--- src/inc/alu_pkg.sv ---
// Package with operation codes, widths and constants for the integer unit
package alu_pkg;
   localparam int unsigned DATA_W = 32;
   localparam int unsigned IMM_W  = 16;
   localparam int unsigned REG_W  = 5;

   typedef enum logic [4:0] {
      op_add_imm_trapping,
      op_add_imm_nontrapping,
      op_set_less_imm_signed,
      op_set_less_imm_unsigned,
      op_logical_and_imm,
      op_logical_or_imm,
      op_logical_xor_imm,
      op_load_upper_imm,
      op_reg_sum_trapping,
      op_reg_sum_nontrapping,
      op_reg_diff_trapping,
      op_reg_diff_nontrapping,
      op_set_less_reg_signed,
      op_set_less_reg_unsigned,
      op_reg_and,
      op_reg_or,
      op_reg_xor,
      op_reg_nor
   } alu_op_e;

   localparam logic [DATA_W-1:0] ZERO_WORD = 32'h0000_0000;
   localparam logic [IMM_W-1:0]  ZERO_HALF = 16'h0000;
endpackage

--- src/design/alu_adder.sv ---
// Shared 32-bit add/subtract with two's complement overflow and compare flags
module alu_adder (
   input  wire logic [31:0] a,
   input  wire logic [31:0] b,
   input  wire logic        sub,
   output logic      [31:0] sum,
   output logic             ovf,
   output logic             lt_signed,
   output logic             lt_unsigned
);
   wire logic [31:0] b_eff;
   wire logic [32:0] full;

   assign b_eff       = sub ? ~b : b;
   assign full        = {1'b0, a} + {1'b0, b_eff} + {32'h0000_0000, sub};
   assign sum         = full[31:0];
   assign ovf         = (a[31] == b_eff[31]) && (sum[31] != a[31]);
   assign lt_unsigned = ~full[32];
   assign lt_signed   = sum[31] ^ ovf;
endmodule // alu_adder

--- src/design/int_alu.sv ---
// Integer unit for immediate and register-register arithmetic and logic
module int_alu (
   input  wire logic                  sys_clk,
   input  wire logic                  rst,
   input  wire logic                  op_valid,
   input  wire alu_pkg::alu_op_e      op_code,
   input  wire logic [31:0]           first_source_reg,
   input  wire logic [31:0]           second_source_or_target_reg,
   input  wire logic [15:0]           imm,
   input  wire logic [4:0]            dest_idx,
   output logic      [31:0]           result_q,
   output logic      [4:0]            wr_idx_q,
   output logic                       wr_en_q,
   output logic                       ovf_trap_q
);
   wire logic [31:0] imm_sext;
   wire logic [31:0] imm_zext;
   wire logic [31:0] imm_upper;
   wire logic        is_imm;
   wire logic [31:0] opnd_b;
   wire logic        is_sub;
   wire logic [31:0] sum;
   wire logic        ovf;
   wire logic        lt_s;
   wire logic        lt_u;
   wire logic        trapping;
   wire logic        trap_now;
   logic      [31:0] result_d;

   // Operand form selection
   assign is_imm    = (op_code inside {alu_pkg::op_add_imm_trapping, alu_pkg::op_add_imm_nontrapping,
                       alu_pkg::op_set_less_imm_signed, alu_pkg::op_set_less_imm_unsigned,
                       alu_pkg::op_logical_and_imm, alu_pkg::op_logical_or_imm,
                       alu_pkg::op_logical_xor_imm, alu_pkg::op_load_upper_imm});
   assign imm_sext  = {{alu_pkg::IMM_W{imm[15]}}, imm};
   assign imm_zext  = {alu_pkg::ZERO_HALF, imm};
   assign imm_upper = {imm, alu_pkg::ZERO_HALF};
   assign opnd_b    = is_imm ? imm_sext : second_source_or_target_reg;

   // Subtract path for differences and all compares
   assign is_sub    = (op_code inside {alu_pkg::op_reg_diff_trapping, alu_pkg::op_reg_diff_nontrapping,
                       alu_pkg::op_set_less_imm_signed, alu_pkg::op_set_less_imm_unsigned,
                       alu_pkg::op_set_less_reg_signed, alu_pkg::op_set_less_reg_unsigned});

   alu_adder u_adder (
      .a           (first_source_reg),
      .b           (opnd_b),
      .sub         (is_sub),
      .sum         (sum),
      .ovf         (ovf),
      .lt_signed   (lt_s),
      .lt_unsigned (lt_u)
   );

   // Only the trapping variants can raise overflow
   assign trapping = (op_code inside {alu_pkg::op_add_imm_trapping, alu_pkg::op_reg_sum_trapping,
                      alu_pkg::op_reg_diff_trapping});
   assign trap_now = op_valid && trapping && ovf;

   always_comb begin
      result_d = alu_pkg::ZERO_WORD;
      unique case (op_code)
         alu_pkg::op_add_imm_trapping,
         alu_pkg::op_add_imm_nontrapping:   result_d = sum;
         alu_pkg::op_reg_sum_trapping,
         alu_pkg::op_reg_sum_nontrapping:   result_d = sum;
         alu_pkg::op_reg_diff_trapping,
         alu_pkg::op_reg_diff_nontrapping:  result_d = sum;
         alu_pkg::op_set_less_imm_signed:   result_d = {31'h0000_0000, lt_s};
         alu_pkg::op_set_less_imm_unsigned: result_d = {31'h0000_0000, lt_u};
         alu_pkg::op_set_less_reg_signed:   result_d = {31'h0000_0000, lt_s};
         alu_pkg::op_set_less_reg_unsigned: result_d = {31'h0000_0000, lt_u};
         alu_pkg::op_logical_and_imm:       result_d = first_source_reg & imm_zext;
         alu_pkg::op_logical_or_imm:        result_d = first_source_reg | imm_zext;
         alu_pkg::op_logical_xor_imm:       result_d = first_source_reg ^ imm_zext;
         alu_pkg::op_load_upper_imm:        result_d = imm_upper;
         alu_pkg::op_reg_and:               result_d = first_source_reg & second_source_or_target_reg;
         alu_pkg::op_reg_or:                result_d = first_source_reg | second_source_or_target_reg;
         alu_pkg::op_reg_xor:               result_d = first_source_reg ^ second_source_or_target_reg;
         alu_pkg::op_reg_nor:               result_d = ~(first_source_reg | second_source_or_target_reg);
         default:                           result_d = alu_pkg::ZERO_WORD;
      endcase
   end

   // Writeback stage
   always_ff @(posedge sys_clk or posedge rst) begin
      if (rst) begin
         result_q   <= alu_pkg::ZERO_WORD;
         wr_idx_q   <= 5'h00;
         wr_en_q    <= 1'b0;
         ovf_trap_q <= 1'b0;
      end else begin
         result_q   <= result_d;
         wr_idx_q   <= dest_idx;
         wr_en_q    <= op_valid && !trap_now;
         ovf_trap_q <= trap_now;
      end
   end

   // Checks
   // Reference values built apart from the shared adder
   wire logic [31:0] chk_sext;
   wire logic [31:0] chk_zext;
   wire logic [31:0] chk_imm_sum;
   wire logic [31:0] chk_sum;
   wire logic [31:0] chk_diff;
   wire logic        chk_imm_ovf;
   wire logic        chk_sum_ovf;
   wire logic        chk_diff_ovf;
   wire logic        chk_trap_op;
   wire logic        chk_set_op;

   assign chk_sext     = {{alu_pkg::IMM_W{imm[alu_pkg::IMM_W-1]}}, imm};
   assign chk_zext     = {alu_pkg::ZERO_HALF, imm};
   assign chk_imm_sum  = first_source_reg + chk_sext;
   assign chk_sum      = first_source_reg + second_source_or_target_reg;
   assign chk_diff     = first_source_reg - second_source_or_target_reg;
   assign chk_imm_ovf  = (first_source_reg[31] == chk_sext[31]) && (chk_imm_sum[31] != first_source_reg[31]);
   assign chk_sum_ovf  = (first_source_reg[31] == second_source_or_target_reg[31])
                         && (chk_sum[31] != first_source_reg[31]);
   assign chk_diff_ovf = (first_source_reg[31] != second_source_or_target_reg[31])
                         && (chk_diff[31] != first_source_reg[31]);
   assign chk_trap_op  = (op_code == alu_pkg::op_add_imm_trapping) || (op_code == alu_pkg::op_reg_sum_trapping)
                         || (op_code == alu_pkg::op_reg_diff_trapping);
   assign chk_set_op   = (op_code == alu_pkg::op_set_less_reg_signed)
                         || (op_code == alu_pkg::op_set_less_reg_unsigned);

   // Write strobe and index
   trap_no_write_a: assert property (@(posedge sys_clk) disable iff (rst)
      ovf_trap_q |->
      !wr_en_q)
      else $error("write not suppressed on overflow");

   idle_quiet_a: assert property (@(posedge sys_clk) disable iff (rst)
      !op_valid |=>
      !wr_en_q && !ovf_trap_q)
      else $error("strobe without operation");

   write_index_a: assert property (@(posedge sys_clk) disable iff (rst)
      op_valid |=>
      wr_idx_q == $past(dest_idx))
      else $error("write index wrong");

   // Arithmetic and overflow
   add_sum_a: assert property (@(posedge sys_clk) disable iff (rst)
      op_valid && op_code == alu_pkg::op_reg_sum_nontrapping |=>
      result_q == $past(chk_sum) && wr_en_q)
      else $error("register sum wrong");

   sum_plain_a: assert property (@(posedge sys_clk) disable iff (rst)
      op_valid && op_code == alu_pkg::op_reg_sum_trapping && !chk_sum_ovf |=>
      result_q == $past(chk_sum) && wr_en_q && !ovf_trap_q)
      else $error("trapping register sum wrong");

   add_trap_a: assert property (@(posedge sys_clk) disable iff (rst)
      op_valid && op_code == alu_pkg::op_reg_sum_trapping && chk_sum_ovf |=>
      ovf_trap_q && !wr_en_q)
      else $error("missed add overflow");

   sum_wrap_a: assert property (@(posedge sys_clk) disable iff (rst)
      op_valid && op_code == alu_pkg::op_reg_sum_nontrapping && chk_sum_ovf |=>
      !ovf_trap_q && wr_en_q)
      else $error("trap on wrapping sum");

   diff_value_a: assert property (@(posedge sys_clk) disable iff (rst)
      op_valid && op_code == alu_pkg::op_reg_diff_nontrapping |=>
      result_q == $past(chk_diff) && wr_en_q)
      else $error("register difference wrong");

   diff_plain_a: assert property (@(posedge sys_clk) disable iff (rst)
      op_valid && op_code == alu_pkg::op_reg_diff_trapping && !chk_diff_ovf |=>
      result_q == $past(chk_diff) && wr_en_q && !ovf_trap_q)
      else $error("trapping register difference wrong");

   diff_trap_a: assert property (@(posedge sys_clk) disable iff (rst)
      op_valid && op_code == alu_pkg::op_reg_diff_trapping && chk_diff_ovf |=>
      ovf_trap_q && !wr_en_q)
      else $error("missed subtract overflow");

   diff_wrap_a: assert property (@(posedge sys_clk) disable iff (rst)
      op_valid && op_code == alu_pkg::op_reg_diff_nontrapping && chk_diff_ovf |=>
      !ovf_trap_q && wr_en_q)
      else $error("trap on wrapping difference");

   imm_sum_a: assert property (@(posedge sys_clk) disable iff (rst)
      op_valid && op_code == alu_pkg::op_add_imm_nontrapping |=>
      result_q == $past(chk_imm_sum) && wr_en_q)
      else $error("add immediate wrong");

   imm_plain_a: assert property (@(posedge sys_clk) disable iff (rst)
      op_valid && op_code == alu_pkg::op_add_imm_trapping && !chk_imm_ovf |=>
      result_q == $past(chk_imm_sum) && wr_en_q && !ovf_trap_q)
      else $error("trapping add immediate wrong");

   imm_trap_a: assert property (@(posedge sys_clk) disable iff (rst)
      op_valid && op_code == alu_pkg::op_add_imm_trapping && chk_imm_ovf |=>
      ovf_trap_q && !wr_en_q)
      else $error("missed add immediate overflow");

   imm_wrap_a: assert property (@(posedge sys_clk) disable iff (rst)
      op_valid && op_code == alu_pkg::op_add_imm_nontrapping && chk_imm_ovf |=>
      !ovf_trap_q && wr_en_q)
      else $error("trap on wrapping add immediate");

   nontrap_quiet_a: assert property (@(posedge sys_clk) disable iff (rst)
      !chk_trap_op |=>
      !ovf_trap_q)
      else $error("overflow on non-trapping op");

   nontrap_write_a: assert property (@(posedge sys_clk) disable iff (rst)
      op_valid && !chk_trap_op |=>
      wr_en_q)
      else $error("write missing on non-trapping op");

   // Compares
   imm_lt_signed_a: assert property (@(posedge sys_clk) disable iff (rst)
      op_valid && op_code == alu_pkg::op_set_less_imm_signed |=>
      result_q == {31'h0000_0000, $signed($past(first_source_reg)) < $signed($past(chk_sext))})
      else $error("signed immediate compare wrong");

   imm_lt_unsigned_a: assert property (@(posedge sys_clk) disable iff (rst)
      op_valid && op_code == alu_pkg::op_set_less_imm_unsigned |=>
      result_q == {31'h0000_0000, $past(first_source_reg) < $past(chk_sext)})
      else $error("unsigned immediate compare wrong");

   imm_lt_quiet_a: assert property (@(posedge sys_clk) disable iff (rst)
      op_valid && op_code == alu_pkg::op_set_less_imm_unsigned |=>
      !ovf_trap_q && wr_en_q)
      else $error("trap on unsigned immediate compare");

   reg_lt_signed_a: assert property (@(posedge sys_clk) disable iff (rst)
      op_valid && op_code == alu_pkg::op_set_less_reg_signed |=>
      result_q == {31'h0000_0000, $signed($past(first_source_reg)) < $signed($past(second_source_or_target_reg))})
      else $error("signed compare wrong");

   reg_lt_unsigned_a: assert property (@(posedge sys_clk) disable iff (rst)
      op_valid && op_code == alu_pkg::op_set_less_reg_unsigned |=>
      result_q == {31'h0000_0000, $past(first_source_reg) < $past(second_source_or_target_reg)})
      else $error("unsigned compare wrong");

   set_upper_zero_a: assert property (@(posedge sys_clk) disable iff (rst)
      op_valid && chk_set_op |=>
      result_q[31:1] == 31'h0000_0000 && wr_en_q)
      else $error("compare result upper bits set");

   // Logical and upper immediate
   imm_and_a: assert property (@(posedge sys_clk) disable iff (rst)
      op_valid && op_code == alu_pkg::op_logical_and_imm |=>
      result_q == ($past(first_source_reg) & $past(chk_zext)))
      else $error("and immediate wrong");

   imm_or_a: assert property (@(posedge sys_clk) disable iff (rst)
      op_valid && op_code == alu_pkg::op_logical_or_imm |=>
      result_q == ($past(first_source_reg) | $past(chk_zext)))
      else $error("or immediate wrong");

   imm_xor_a: assert property (@(posedge sys_clk) disable iff (rst)
      op_valid && op_code == alu_pkg::op_logical_xor_imm |=>
      result_q == ($past(first_source_reg) ^ $past(chk_zext)))
      else $error("xor immediate wrong");

   upper_load_a: assert property (@(posedge sys_clk) disable iff (rst)
      op_valid && op_code == alu_pkg::op_load_upper_imm |=>
      result_q == {$past(imm), alu_pkg::ZERO_HALF})
      else $error("load upper wrong");

   reg_and_a: assert property (@(posedge sys_clk) disable iff (rst)
      op_valid && op_code == alu_pkg::op_reg_and |=>
      result_q == ($past(first_source_reg) & $past(second_source_or_target_reg)))
      else $error("register and wrong");

   reg_or_a: assert property (@(posedge sys_clk) disable iff (rst)
      op_valid && op_code == alu_pkg::op_reg_or |=>
      result_q == ($past(first_source_reg) | $past(second_source_or_target_reg)))
      else $error("register or wrong");

   reg_xor_a: assert property (@(posedge sys_clk) disable iff (rst)
      op_valid && op_code == alu_pkg::op_reg_xor |=>
      result_q == ($past(first_source_reg) ^ $past(second_source_or_target_reg)))
      else $error("register xor wrong");

   reg_nor_a: assert property (@(posedge sys_clk) disable iff (rst)
      op_valid && op_code == alu_pkg::op_reg_nor |=>
      result_q == ~($past(first_source_reg) | $past(second_source_or_target_reg)))
      else $error("register nor wrong");

   trap_seen_c: cover property (@(posedge sys_clk) disable iff (rst) ovf_trap_q);
   set_one_c:   cover property (@(posedge sys_clk) disable iff (rst) wr_en_q && result_q == 32'h0000_0001);
   imm_and_c:   cover property (@(posedge sys_clk) disable iff (rst)
      op_valid && op_code == alu_pkg::op_logical_and_imm);
   diff_trap_c: cover property (@(posedge sys_clk) disable iff (rst)
      op_valid && op_code == alu_pkg::op_reg_diff_trapping && chk_diff_ovf);
   imm_wrap_c:  cover property (@(posedge sys_clk) disable iff (rst)
      op_valid && op_code == alu_pkg::op_add_imm_nontrapping && chk_imm_ovf);
endmodule // int_alu

--- config.mk ---
export PLATFORM = sky130hd
export DESIGN_NAME = int_alu
export DESIGN_NICKNAME = d
export VERILOG_FILES = /design/src/inc/alu_pkg.sv /design/src/design/alu_adder.sv /design/src/design/int_alu.sv
export SDC_FILE = /design/constraint.sdc
export NUM_CORES = 1
export LEC_CHECK = 0
export ABC_AREA = 1
export BUFFER_PORTS_ARGS = -buffer_cell sky130_fd_sc_hd__buf_2
export CORE_UTILIZATION = 45
export CTS_CLUSTER_SIZE = 8
export DETAILED_ROUTE_END_ITERATION = 16
export PLACE_DENSITY = 0.69
export RECOVER_POWER = 100
export SYNTH_ARGS = -nofsm -noshare
export SYNTH_HDL_FRONTEND = slang
export SYNTH_SLANG_ARGS = --single-unit
--- constraint.sdc ---
create_clock -name sys_clk -period 1.3 [get_ports sys_clk]
set_input_delay 0.39 -clock sys_clk [delete_from_list [all_inputs] [get_ports sys_clk]]
set_output_delay 0.39 -clock sys_clk [all_outputs]
set_load 0.02 [all_outputs]
==> out/metrics.yaml <==
dieArea_um2: 15000
netlist-cell-type-count: 48
placed_cell_area_um2: 9650
layout_common_cells: "buf_4 (272), nand2_1 (159), inv_1 (136)"
comb_power_share_pct: 62.7
wire_per_inst_um: 16.5
die_h_um: 122
violations: "negative setup slack"
rsz0062_at_grt: "true"
synth_warnings: 0
worstMarginPinSlew_ns: 1.08
worst-path-max-fanout: 11
drv_cap: 0
fin_crit_sh_pct: 207
drtPass1Iterations: 5
ys_ff_latch: 39
p_sw_uw: 3410
vias: 8246
final_util_pct: 73.7
clkPwrFrac_pct: 19.5
path_common_cell: "nand2_1"
overflow: 0
track_usage_pct: 33.9
drt_iter0_drc: 537
cp.depth: 17
cp_data_required_time_ns: 1.48
globalplace.congestion: 0.965
portBuffers: 131
hpwl_um: 19500
critPathMaxStageDelay_ns: 0.30
final_area_um2: 10300
fp-row-count: 43
cts_root_buffer: "clkbuf_16"
route.met2.wl_um: 11500
p_sw_share_pct: 43.2
layout.nets: 1565
syn-cell-area_um2: 6520
start_kind: "primary input"
synth_fa_ha_area_share_pct: 25.1
slew_headroom_pct: 27.9
wl_met3_um: 1860
finalMaxSlewViolations: 0
synth_nets: 1169
worst_setup_path_end_kind: "flip-flop"
routed_via_density: 5.41
synth-compound-area-share_pct: 23.8
ys_dominant_reg_cell: "dfrtp_1"
power.internal_uw: 4480
wirelength_um: 25200
io_pins: 132
p_leak_uw: 0.00556
powerDensity_nw_per_um2: 765
final_hold_viol_count: 0
path_class: "in -> reg"
remaining_drc_errors: 0
coreArea_um2: 14000
syn-instance-count: 946
hp-class: "in -> reg"
seqPwrFrac_pct: 17.7
htreeDepth: 2
top_layer_used: "met4"
die_w_um: 122
ant_nets: 0
area_growth_pct: 58.2
slowest_stage: "ha_1"
antenna_found_initial: 1
setup_viol: 34
clockBufferDepth: 2
grt_pass1_vias: 8030
drive_above_1_share_pct: 42.1
cts_tree: "yes"
start_util_pct: 46.6
fmax_mhz: 371
holdWs_ns: 0.185
ys_seq_area_share_pct: 15.0
wl_met1_um: 10400
grt_max_degree: 40
min_period_ns: 2.69
path_delay_family: "compound AO/OA/AOI/OAI gates"
async_reset_ff_share_pct: 100
synth-simple-area-share_pct: 21.3
grt_first_pass_wirelength_um: 38800
synthMuxAreaShare_pct: 0
irDropWorstVdd_v: 0.000534
critPathBufInv: 3
crit_end: "result_q[25]"
cp-startpoint: "op_code[4]"
fill_cells: 1128
mostFrequentLayoutCell: "buf_4"
synth-edff-count: 0
synth_top_family_by_area: "adder cells"
cp_cell_sequence: "buf_8, buf_6, nor2_4, nand2_2, nand3_4, buf_12, xor2_1, ha_1, a21oi_1, a21boi_4, o21ai_0, a21oi_1, nand2_1, a21oi_2, nand2_1, nand2_1, o21ai_1"
status: "finished, violations left"
crit_arrival_ns: 2.88
setup_slack_ns: -1.39
synthXorXnorAreaFrac_pct: 4.43
numCtsBuffers: 5
clk_pin_slew_ns: 0.07
cts_sinks: 39
avgSynthCellArea_um2: 6.89
==> worst min path at each step <==
stage | start | end | slack [ns] | depth (start not counted)
6_report | dest_idx[4] | wr_idx_q[4] | 0.19 | 1
3_3_place_gp | rst | result_q[9] | 0.44 | 3
4_1_cts | rst | result_q[16] | 0.13 | 3
3_5_place_dp | rst | result_q[10] | 0.44 | 3
2_1_floorplan | dest_idx[0] | wr_idx_q[0] | 0.42 | 0
5_1_grt | dest_idx[0] | wr_idx_q[0] | 0.19 | 1
==> cells in the mapped netlist, types with 10 or more instances <==
cell / instances / area (µm²)
a21oi_1: 51 / 255
nand2_2: 10 / 62.6
dfrtp_1: 39 / 976
ha_1: 129 / 1610
clkbuf_1: 15 / 56.3
o2111ai_1: 14 / 123
xor2_1: 33 / 289
nand3_1: 36 / 180
a211oi_1: 10 / 75.1
inv_1: 140 / 526
nor2_1: 52 / 195
buf_2: 11 / 55.1
nand2_1: 186 / 698
o21ai_0: 96 / 480
a221oi_1: 18 / 158
==> per-stage QoR <==
step	setup WS (ns)	setup TNS (ns)	power, µW	instances
floorplan	-1.25	-35.81	3680	946
global placement	-1.87	-51.52	5630	1507
detailed placement	-1.87	-52.62	5710	1507
CTS	-1.29	-37.36	7570	1523
global route	-1.52	-44.30	8360	1523
finish	-1.39	-39.93	7890	1524
==> flip-flops by register name, summed over array words and instances (netlist names) <==
name / cells
wr_en_q: 1
result_q: 32
ovf_trap_q: 1
wr_idx_q: 5
==> area by class of cell <==
cell class	count	area, µm²	area share [%]
diodes	1	2.50	0.0243
clock buffers	5	125	1.21
clock inverters	3	43.8	0.425
inverters	147	554	5.37
multi-input cells	732	5440	52.8
flip-flops and latches	39	976	9.46
well taps	180	225	2.18
repair buffers	417	2940	28.5
==> power groups by stage <==
stage          combinational (µW)  sequential [µW]  clock (µW)
6_report                     4950             1400        1540
5_1_grt                      5360             1410        1590
4_1_cts                      4640             1400        1530
3_5_place_dp                 4290             1420           0
3_3_place_gp                 4220             1420           0
2_1_floorplan                2070             1610           0
==> cells by family after synthesis <==
group	after synthesis
AOI/OAI and AO/OA	250
adders and majority gates	130
DFF	39
buffers and inverters	175
and+or+nand+nor	319
xor gates and xnor gates	33
==> layer usage <==
metal  track usage (%)  vias to the layer above
li1                  -                     4000
met1              41.2                     3778
met2              56.5                      371
met3              5.95                       97
met4              18.6                        0
met5                 0                        -
==> timing repair <==
item | CTS | global route
gates resized for setup | 82 | 43
hold endpoints to repair | 0 | 0
hold buffers | 0 | 0
setup endpoints to repair | 34 | 34
pin swaps | 10 | 13
setup buffers | 8 | 0
(Power assumes the default switching activity.)
